`config.mk`:
```
export PLATFORM = sky130hd
export DESIGN_NAME = deac_ctrl
export DESIGN_NICKNAME = d
export VERILOG_FILES = /design/src/deac_pkg.sv /design/src/deac_ctrl.sv /design/src/deac_timer.sv /design/src/deac_unlock.sv
export SDC_FILE = /design/constraint.sdc
export NUM_CORES = 1
export LEC_CHECK = 0
export BUFFER_PORTS_ARGS = -buffer_cell sky130_fd_sc_hd__buf_4
export CORE_ASPECT_RATIO = 1.5
export CORE_UTILIZATION = 36
export DETAILED_ROUTE_END_ITERATION = 12
export PLACE_DENSITY = 0.72
export REMOVE_ABC_BUFFERS = 1
export SYNTH_ARGS = -nofsm -noshare
export SYNTH_HDL_FRONTEND = slang
export SYNTH_SLANG_ARGS = --single-unit
```
`constraint.sdc`:
```
create_clock -name clk_i -period 3.9 [get_ports clk_i]
set_input_delay 0.39 -clock clk_i [delete_from_list [all_inputs] [get_ports clk_i]]
set_output_delay 0.39 -clock clk_i [all_outputs]
set_load 0.01 [all_outputs]
```
`src/deac_pkg.sv`:
```
// Constants and types shared by the data array access controller
package deac_pkg;

    // Register byte offsets on the APB bus
    localparam logic [7:0] OFS_CTRL = 8'h00;
    localparam logic [7:0] OFS_KEY = 8'h04;
    localparam logic [7:0] OFS_BUF = 8'h08;
    localparam logic [7:0] OFS_ALO = 8'h0C;
    localparam logic [7:0] OFS_AHI = 8'h10;
    localparam logic [7:0] OFS_FLAG = 8'h14;

    // Field positions in memory_access_control
    localparam int B_CS = 7;
    localparam int B_SS = 6;
    localparam int B_ROW = 4;
    localparam int B_ABT = 3;
    localparam int B_ALW = 2;
    localparam int B_LCH = 1;
    localparam int B_FET = 0;
    // Field position in flag_register_six
    localparam int B_DONE = 4;

    // Values after reset
    localparam logic [7:0] RST_BYTE = 8'h00;
    localparam logic RST_ABORT = 1'b1;

    // Unlock key values
    localparam logic [7:0] KEY_FIRST = 8'h55;
    localparam logic [7:0] KEY_SECOND = 8'hAA;

    // Self-timed write duration
    localparam int CLK_PERIOD_NS = 25;
    localparam int WRITE_TIME_NS = 4000000;
    localparam int WRITE_CYCLES = WRITE_TIME_NS / CLK_PERIOD_NS;

    typedef enum logic [1:0] {
        KEY_IDLE = 2'b00,
        KEY_HALF = 2'b01,
        KEY_ARMED = 2'b11
    } deac_key_t;

endpackage

```
`src/deac_ctrl.sv`:
```
// Data array access controller with APB register slave
//
// Decided for this implementation: the placing of the registers and the APB interface to the registers.
`timescale 1ns/1ps
// What this block does
// - code_space_select picks flash over data array
// - settings_space_select routes to configuration space
// - allow_program cleared at reset, software only
// - program_launch set by software, cleared by hardware
// - fetch loads byte next cycle, self-clears
// - fetch ignored in flash or configuration space
// - Key port stores nothing, reads zero
// - Launch needs 0x55 then 0xAA first
// - allow_program must precede launch write
// - Busy write freezes control, address, buffer
// - Completion clears launch, sets write_done_flag
// - Abort flag on reset or improper launch
// - Abort leaves space selects untouched
// - Row erase on flash-space launch only, cleared when done
// - Launch starts self-timed array operation
// - Buffer keeps last read or written byte
// - Slow crystal mode stalls the self-write timer
// - Code protect blocks external accesses only
// - Ten-bit address, two high bits used
// - Writes blocked during power-up timer
module deac_ctrl
    import deac_pkg::*;
#(
    parameter int WRITE_CYC = WRITE_CYCLES
)(
    // Clock and reset
    input wire logic clk_i,
    input wire logic rst_b_i,
    // APB slave
    input wire logic psel_i,
    input wire logic penable_i,
    input wire logic pwrite_i,
    input wire logic [7:0] paddr_i,
    input wire logic [31:0] pwdata_i,
    output logic [31:0] prdata_o,
    output logic pready_o,
    output logic pslverr_o,
    input wire logic ext_access_i,
    // Device pins
    input wire logic code_protect_i,
    input wire logic slow_crystal_mode_i,
    input wire logic pwrt_busy_i,
    input wire logic [21:0] table_pointer_i,
    // Array side
    output logic [9:0] nv_addr_o,
    output logic [7:0] nv_wdata_o,
    output logic nv_rd_o,
    input wire logic [7:0] nv_rdata_i,
    output logic data_wr_o,
    output logic flash_op_o,
    output logic cfg_op_o,
    output logic row_erase_o,
    output logic [21:0] row_addr_o,
    output logic high_power_osc_o
);
    typedef struct packed {
        logic [7:0] prdata;
        logic pready;
        logic pslverr;
        logic cs;
        logic ss;
        logic row;
        logic abort;
        logic allow;
        logic launch;
        logic fetch;
        logic [7:0] buff;
        logic [7:0] alo;
        logic [1:0] ahi;
        logic done_flag;
        logic op_data;
        logic op_flash;
        logic op_cfg;
        logic op_erase;
        logic [21:0] row_addr;
        logic hp_osc;
        logic cp1;
        logic cp2;
        logic lp1;
        logic lp2;
        logic pw1;
        logic pw2;
    } deac_st_t;

    deac_st_t r;
    deac_st_t n;

    logic setup;
    logic acc_wr;
    logic mapped;
    logic wr_ctrl;
    logic wr_key;
    logic wr_buf;
    logic wr_alo;
    logic wr_ahi;
    logic wr_flag;
    logic ext_locked;
    logic armed;
    logic start;
    logic done;
    logic [7:0] wd;
    logic [7:0] ctrl_rd;

    function automatic logic hit(input logic [7:0] a, input logic [7:0] o);
        return a == o;
    endfunction

    assign wd = pwdata_i[7:0];
    assign setup = psel_i && !penable_i;
    // pready is registered high in every access phase
    assign acc_wr = psel_i && penable_i && r.pready && pwrite_i;
    assign mapped = hit(paddr_i, OFS_CTRL) || hit(paddr_i, OFS_KEY)
        || hit(paddr_i, OFS_BUF) || hit(paddr_i, OFS_ALO)
        || hit(paddr_i, OFS_AHI) || hit(paddr_i, OFS_FLAG);
    assign wr_ctrl = acc_wr && hit(paddr_i, OFS_CTRL);
    assign wr_key = acc_wr && hit(paddr_i, OFS_KEY);
    assign wr_buf = acc_wr && hit(paddr_i, OFS_BUF);
    assign wr_alo = acc_wr && hit(paddr_i, OFS_ALO);
    assign wr_ahi = acc_wr && hit(paddr_i, OFS_AHI);
    assign wr_flag = acc_wr && hit(paddr_i, OFS_FLAG);
    // Internal core accesses pass regardless of protection
    assign ext_locked = ext_access_i && r.cp2;
    assign ctrl_rd = {r.cs, r.ss, 1'b0, r.row, r.abort, r.allow,
        r.launch, r.fetch};

    // Allow must already be set; a write setting both is refused
    assign start = wr_ctrl && wd[B_LCH] && !r.launch && r.allow
        && armed
        && !r.pw2
        && !ext_locked;

    deac_unlock u_unlock (
        .clk_i(clk_i),
        .rst_b_i(rst_b_i),
        .key_wr_i(wr_key),
        .key_byte_i(wd),
        .other_wr_i(acc_wr && !wr_key),
        .armed_o(armed)
    );

    // The timer halts while the synchronised slow crystal mode input stands
    deac_timer #(.CYCLES(WRITE_CYC)) u_timer (
        .clk_i(clk_i),
        .rst_b_i(rst_b_i),
        .start_i(start),
        .run_i(!r.lp2),
        .done_o(done)
    );

    always_comb begin
        n = r;
        n.cp1 = code_protect_i;
        n.cp2 = r.cp1;
        n.lp1 = slow_crystal_mode_i;
        n.lp2 = r.lp1;
        n.pw1 = pwrt_busy_i;
        n.pw2 = r.pw1;
        n.pready = setup;
        n.pslverr = setup && !mapped;
        n.prdata = RST_BYTE;
        if (setup && !pwrite_i) begin
            if (hit(paddr_i, OFS_CTRL)) begin
                n.prdata = ctrl_rd;
            end else if (hit(paddr_i, OFS_BUF)) begin
                n.prdata = ext_locked ? RST_BYTE : r.buff;
            end else if (hit(paddr_i, OFS_ALO)) begin
                n.prdata = r.alo;
            end else if (hit(paddr_i, OFS_AHI)) begin
                n.prdata = {6'h00, r.ahi};
            end else if (hit(paddr_i, OFS_FLAG)) begin
                n.prdata = {3'h0, r.done_flag, 4'h0};
            end
            // The key port falls through and reads zero
        end
        if (wr_ctrl && !r.launch) begin
            n.cs = wd[B_CS];
            n.ss = wd[B_SS];
            n.row = wd[B_ROW];
            n.abort = wd[B_ABT];
            n.allow = wd[B_ALW];
            if (wd[B_ALW] && !r.allow) begin
                n.abort = 1'b1;
            end
            // Launch and fetch are set-only; a zero write keeps them
            // A fetch riding on a launch write would clobber the byte
            // being stored, so the launch takes priority
            if (wd[B_FET] && !wd[B_CS] && !wd[B_SS]
                && !ext_locked && !start) begin
                n.fetch = 1'b1;
            end
        end
        if (start) begin
            n.launch = 1'b1;
            n.hp_osc = 1'b1;
            n.op_cfg = wd[B_SS];
            n.op_flash = !wd[B_SS] && wd[B_CS];
            n.op_data = !wd[B_SS] && !wd[B_CS];
            n.op_erase = wd[B_ROW] && !wd[B_SS] && wd[B_CS];
            n.row_addr = table_pointer_i;
        end else if (wr_ctrl && wd[B_LCH] && !r.launch) begin
            // Space selects stay as written so the failure is traceable
            n.abort = 1'b1;
        end
        if (wr_buf && !r.launch) begin
            n.buff = wd;
        end
        // Array data is sampled while the read strobe stands
        if (r.fetch) begin
            n.fetch = 1'b0;
            n.buff = nv_rdata_i;
        end
        if (wr_alo && !r.launch) begin
            n.alo = wd;
        end
        if (wr_ahi && !r.launch) begin
            n.ahi = wd[1:0];
        end
        if (wr_flag) begin
            n.done_flag = r.done_flag && wd[B_DONE];
        end
        // Completion is applied last so it wins over a flag clear
        if (done) begin
            n.launch = 1'b0;
            n.done_flag = 1'b1;
            n.abort = 1'b0;
            n.hp_osc = 1'b0;
            n.op_data = 1'b0;
            n.op_flash = 1'b0;
            n.op_cfg = 1'b0;
            n.op_erase = 1'b0;
            if (r.op_erase) begin
                n.row = 1'b0;
            end
        end
    end

    always_ff @(posedge clk_i or negedge rst_b_i) begin
        if (!rst_b_i) begin
            r <= '0;
            r.abort <= RST_ABORT;
        end else begin
            r <= n;
        end
    end

    assign prdata_o = {24'h000000, r.prdata};
    assign pready_o = r.pready;
    assign pslverr_o = r.pslverr;
    assign nv_addr_o = {r.ahi, r.alo};
    assign nv_wdata_o = r.buff;
    assign nv_rd_o = r.fetch;
    assign data_wr_o = r.op_data;
    assign flash_op_o = r.op_flash;
    assign cfg_op_o = r.op_cfg;
    assign row_erase_o = r.op_erase;
    assign row_addr_o = r.row_addr;
    assign high_power_osc_o = r.hp_osc;
endmodule

```
`src/deac_timer.sv`:
```
// Self-timed write duration counter
`timescale 1ns/1ps
module deac_timer
    import deac_pkg::*;
#(
    parameter int CYCLES = WRITE_CYCLES
)(
    // Clock and reset
    input wire logic clk_i,
    input wire logic rst_b_i,
    // Control
    input wire logic start_i,
    input wire logic run_i,
    // Completion
    output logic done_o
);
    localparam int W = $clog2(CYCLES + 1);
    localparam logic [W-1:0] LAST = W'(CYCLES - 1);

    typedef struct packed {
        logic busy;
        logic [W-1:0] cnt;
        logic done;
    } deac_tmr_t;

    deac_tmr_t r;
    deac_tmr_t n;

    // Counting pauses while run_i is low, stretching the operation
    always_comb begin
        n = r;
        n.done = 1'b0;
        if (start_i) begin
            n.busy = 1'b1;
            n.cnt = '0;
        end else if (r.busy && run_i) begin
            if (r.cnt == LAST) begin
                n.busy = 1'b0;
                n.done = 1'b1;
            end else begin
                n.cnt = r.cnt + W'(1);
            end
        end
    end

    always_ff @(posedge clk_i or negedge rst_b_i) begin
        if (!rst_b_i) begin
            r <= '0;
        end else begin
            r <= n;
        end
    end

    assign done_o = r.done;
endmodule

```
`src/deac_unlock.sv`:
```
// Unlock key sequence checker
`timescale 1ns/1ps
module deac_unlock
    import deac_pkg::*;
(
    // Clock and reset
    input wire logic clk_i,
    input wire logic rst_b_i,
    // Bus write events
    input wire logic key_wr_i,
    input wire logic [7:0] key_byte_i,
    input wire logic other_wr_i,
    // Result
    output logic armed_o
);
    typedef struct packed {
        deac_key_t st;
    } deac_unl_t;

    deac_unl_t r;
    deac_unl_t n;

    // Any other write breaks the sequence, so it arms one write only
    always_comb begin
        n = r;
        if (other_wr_i) begin
            n.st = KEY_IDLE;
        end else if (key_wr_i) begin
            unique case (r.st)
                KEY_IDLE: begin
                    n.st = (key_byte_i == KEY_FIRST) ? KEY_HALF : KEY_IDLE;
                end
                KEY_HALF: begin
                    n.st = (key_byte_i == KEY_SECOND) ? KEY_ARMED : KEY_IDLE;
                end
                KEY_ARMED: begin
                    n.st = KEY_IDLE;
                end
                default: begin
                    n.st = KEY_IDLE;
                end
            endcase
        end
    end

    always_ff @(posedge clk_i or negedge rst_b_i) begin
        if (!rst_b_i) begin
            r.st <= KEY_IDLE;
        end else begin
            r <= n;
        end
    end

    assign armed_o = (r.st == KEY_ARMED);
endmodule

```
Word level (Yosys, flattened, before mapping):

Index checks and enable logic that the tools add are counted.

* add/subtract/negate cells: 1
* equal/unequal tests: 11
* mux-type cells: 34
* reductions and logical operators: 62

Operator list (number)
* two-way mux 8 bit: 6
* logical AND 1 bit: 35
* two-way mux 27 bit: 1
* two-way mux 20 bit: 1
* two-way mux 19 bit: 1
* adder 18 x 1 -> 18 bit (second input constant): 1
* == test 18 bit (second input constant): 1
* two-way mux 18 bit: 1
* == test 8 x 4 -> 1 bit (second input constant): 2
* == test 8 x 5 -> 1 bit (second input constant): 2
* two-way mux 5 bit: 3
* two-way mux 1 bit: 14
* logical NOT 1 bit: 12
* nonzero test 2 bit: 6
* two-way mux 9 bit: 1
* == test 8 x 3 -> 1 bit (second input constant): 1
* == test 8 x 7 -> 1 bit (second input constant): 1
* == test 8 bit (second input constant): 1
* logical NOT 8 bit: 1
* two-way mux 2 bit: 4
* logical OR 1 bit: 5
* case mux 2 bit (2 select lines): 1
* AND reduction 2 bit: 2
* two-way mux 3 bit: 1
* other kinds (4): 4

* register bits after elaboration: 91
* input bits: 79
* output and inout port bits: 80
* word-level logic and storage cells: 138

Logic depth before layout (Yosys ltp):

* depth after elaboration: 15
* depth in mapped cells: 7

Modules after synthesis:

Synthesis repeated with hierarchy kept, for this count alone.

* cell total of the unflattened synthesis: 458
* area total of the unflattened synthesis: 4916.0 um^2

By module, submodules not included
* deac_ctrl: times used 1, cells an instance 334, area an instance 3679.8 um^2, seq. area each 1727.9 um^2
* deac_timer: times used 1, cells an instance 109, area an instance 1067.3 um^2, seq. area each 500.5 um^2
* deac_unlock: times used 1, cells an instance 15, area an instance 168.9 um^2, seq. area each 50.0 um^2

Least setup slack after synthesis:

Ideal clock, no wire load.

* kind: input to register
* from: input port paddr_i[3]
* to: register r, in the netlist row_addr_o[10]
* arrival time: 2080 ps
* required time: 3773 ps
* slack: 1693 ps
* stages: 6
* path buffers: 2
* cell sequence: or4_4 -> nor4_4 -> and3_1 -> buf_6 -> buf_6 -> mux2_1

* word-level cells in the longest chain between the ends: 8

Ends and longest elaborated chain
* from (decl): line deac_ctrl.sv:38 `input wire logic [7:0] paddr_i,`
* logical NOT 8 bit: line deac_ctrl.sv:110 `return a == o;`
* logical AND 1 bit: line deac_ctrl.sv:120 `assign wr_ctrl = acc_wr && hit(paddr_i, OFS_CTRL);`
* logical AND 1 bit (3 in series): line deac_ctrl.sv:132 `assign start = wr_ctrl && wd[B_LCH] && !r.launch && r.allow`
* logical AND 1 bit: line deac_ctrl.sv:133 `&& armed`
* logical AND 1 bit: line deac_ctrl.sv:134 `&& !r.pw2`
* logical AND 1 bit: line deac_ctrl.sv:135 `&& !ext_locked;`
* to (signal assigned): line deac_ctrl.sv:247 `r <= n;`
* to (decl): line deac_ctrl.sv:90 `deac_st_t r;`

Every way passes these cells.
A chain may end at the register's enable or synchronous reset.

Worst setup path in the final report:

* from: input port paddr_i[3]
* to: register r, in the netlist row_addr_o[17]

Same word-level chain as after synthesis.

==> impl_results.md <==
- Number of global-route vias before repair: 3386
- CTS resizes: 0
- CTS H-tree depth: 3
- Clock skew: 0.00961 ns
- Top cells by area, synth: dfrtp_1, buf_4, mux2_2
- Die ar.: 0.0139 mm^2
- F_max: 414 MHz
- Detailed-route DRC error count: 0
- Initial Utilization: 37.2%
- Routed vias: 3517
- Routed Antenna Nets: 0
- Root buf cell: clkbuf_16
- CTS Buffer Depth: 2
- Antenna violations before repair: 0
- R2R cell count: 5
- GR peak layer: met2
- P&R area growth vs syn: 16.0%
- CTS sink cnt: 91
- Max-cap violations: 0
- Required @ worst endpoint: 4.12 ns
- Total core area: 0.0130 mm^2
- CTS tree: done
- Maximum fanout along the worst path: 35
- IO buf count: 110
- Outcome: finished, final reports clean
- Drt total wl: 10.6 mm
- Clock slew at reported path FFs: 0.06 ns
- Worst hold slack: 0.132 ns
- Crit Reg-Reg Startpoint: pready_o
- GRT overflow: 0
- Site row count: 51
- Register area share after synthesis: 47.1%
- Met2 global-route usage: 28.9%
- Die Wd: 96.7 um
- Starting DRT DRC Count: 170
- Vias/cell: 5.27
- Layout Nets: 583
- Crit. End Element: flop
- Endpoints failing setup: 0
- Ys Warns: 0
- Pwr dens: 346 mW/mm^2
- GR Layer Usage met1: 16.1%
- Largest net degree at the start of global routing: 64
- Setup TNS: 0 ns
- Total power: 1.95 mW
- RSZ-0062 raised after global routing: no
- Post-synth EDFFs: 0
- Hold_buf cts: 0
- Worst setup path class: primary input to flop
- Worst setup path endpoint: row_addr_o[17]
- Final Slew Violations: 0
- CP startpoint kind: primary input
- Maximum VDD drop: 206 uV
- Max-slew headroom: 32.1%
- Avg Cell Area, Syn: 10.8 um^2
- FF-to-FF setup slack: 1.51 ns
- Critical Path Source: paddr_i[3]
- Placed inst area: 0.00531 mm^2
- Met3 GRT Util: 3.58%
- Count leader, synth: dfrtp_1
- Post-synth ARST share: 100%
- Hold Path Class: primary input to asynchronous set/reset pin
- First-pass GRT wire length: 16.7 mm
- Area share of the leading cell type in the synthesized netlist: 46.5%
- Number of diodes: 0
- Leading area contributor after synthesis: dfrtp_1
- Ys flop type: dfrtp_1
- Worst Path Arrival: 2.64 ns
- GRT Util Overall: 15.1%
- Drt first pass iters: 4
- Leakage: 2.74 nW
- Syn Inst Count: 450
- Cts bufs inserted: 9
- Tmin final: 2.42 ns
- Hold Vio Cnt, Final: 0
- Synthesis-stage register bit count: 91
- Share of cells above drive strength 1: 33.9%
- Routability Congestion: 0.865
- Post-CTS setup buffers: 0
- # IOs: 159
- Final period util: 62.0%
- HPWL after detailed placement: 7.81 mm
- Final instance area: 0.00562 mm^2
- Mapped Area: 0.00484 mm^2
- Worst-skew pair later-pin latency: 0.34 ns
- Reg-to-reg endpoint: row_addr_o[17]
- Post-synth top cells: dfrtp_1, buf_4, mux2_2, o21ai_0
- Die Span Y: 144 um
- Least-Margin Pin Slew: 1.01 ns
- Drt wl/cell: 15.9 um
- Distinct cells, synth: 52
-- worst min-delay path by stage --
stage                      startpoint  endpoint  slack [ns]  cells past startpoint
final                         rst_b_i  pready_o        0.13                      1
after global routing      pwrt_busy_i      n[0]        0.14                      1
after CTS                 pwrt_busy_i      n[0]        0.15                      1
after detailed placement         n[2]      r[2]        0.33                      0
after global placement           n[2]      r[2]        0.33                      0
after floorplan               rst_b_i  cfg_op_o        0.09                      0
-- worst max-delay path, cell delays in order --
cell    delay (ns)
buf_4         0.17
or4_4         0.59
nor4_4        0.45
and3_1        0.23
buf_4         0.39
mux2_2        0.39
-- where the power goes --
group | internal, mW | switching, mW | total [mW] | leakage, nW
combinational | 0.0500 | 0.0660 | 0.116 | 1.40
clock | 0.517 | 0.361 | 0.878 | 0.146
sequential | 0.949 | 0.00251 | 0.952 | 1.20
total | 1.52 | 0.430 | 1.95 | 2.74
-- metrics by stage --
step	utilization (%)	setup WS (ns)	cells
after global routing	43.1	1.34	667
after CTS	43.1	1.51	667
after global placement	40.8	1.20	651
after detailed placement	40.8	1.16	651
final	43.1	1.48	667
after floorplan	-	1.16	379
-- cells by family after synthesis --
kind of cell             Yosys count  synth area share [%]
AO/OA/AOI/OAI                     76                  9.77
XOR/XNOR                           2                 0.362
adder cells (fa/ha/maj)            1                 0.258
buffers and inverters            100                  14.1
flip-flops                        91                  47.1
multiplexers                      59                  13.5
other                              1                0.0775
AND/OR/NAND/NOR                  120                  14.8
-- placed cells by master, fill, tap and decap left out, types with 6 or more instances in the layout --
cell type  count
inv_1          6
and3_1         6
mux2_2        34
nand3_1        8
nor2b_1        6
o21ai_0       23
clkbuf_16      9
mux2_1        17
nor2_1        14
buf_4        113
or4_1          7
dfrtp_1       90
mux2i_1        8
conb_1        24
nand2_1       21
nor4_1         6
a21oi_1       21
nand4_1       17
-- layer usage --
metal	vias up	wire, um	share of wire (%)
li1	1625	-	-
met1	1737	4020	38
met2	138	5920	56
met3	17	527	5.0
met4	0	165	1.6
met5	-	0	0
-- state kept, by name, summed over array words and instances, names as in the netlist --
register / count
nv_rd_o: 1
row_erase_o: 1
high_power_osc_o: 1
cfg_op_o: 1
prdata_o: 8
ctrl_rd: 6
row_addr_o: 22
n: 3
nv_wdata_o: 8
u_unlock.r: 2
r: 4
u_timer.done_o: 1
pready_o: 1
u_timer.r: 19
nv_addr_o: 10
pslverr_o: 1
flash_op_o: 1
data_wr_o: 1
-- area by class of cell --
class | instances | area [um^2]
Fill cell | 1232 | 7400
Timing Repair Buffer | 113 | 848
Tap cell | 159 | 199
Clock inverter | 5 | 60.1
Inverter | 6 | 22.5
Clock buffer | 11 | 243
Multi-Input combinational cell | 282 | 1960
Sequential cell | 91 | 2280
(Power assumes the default switching activity.)
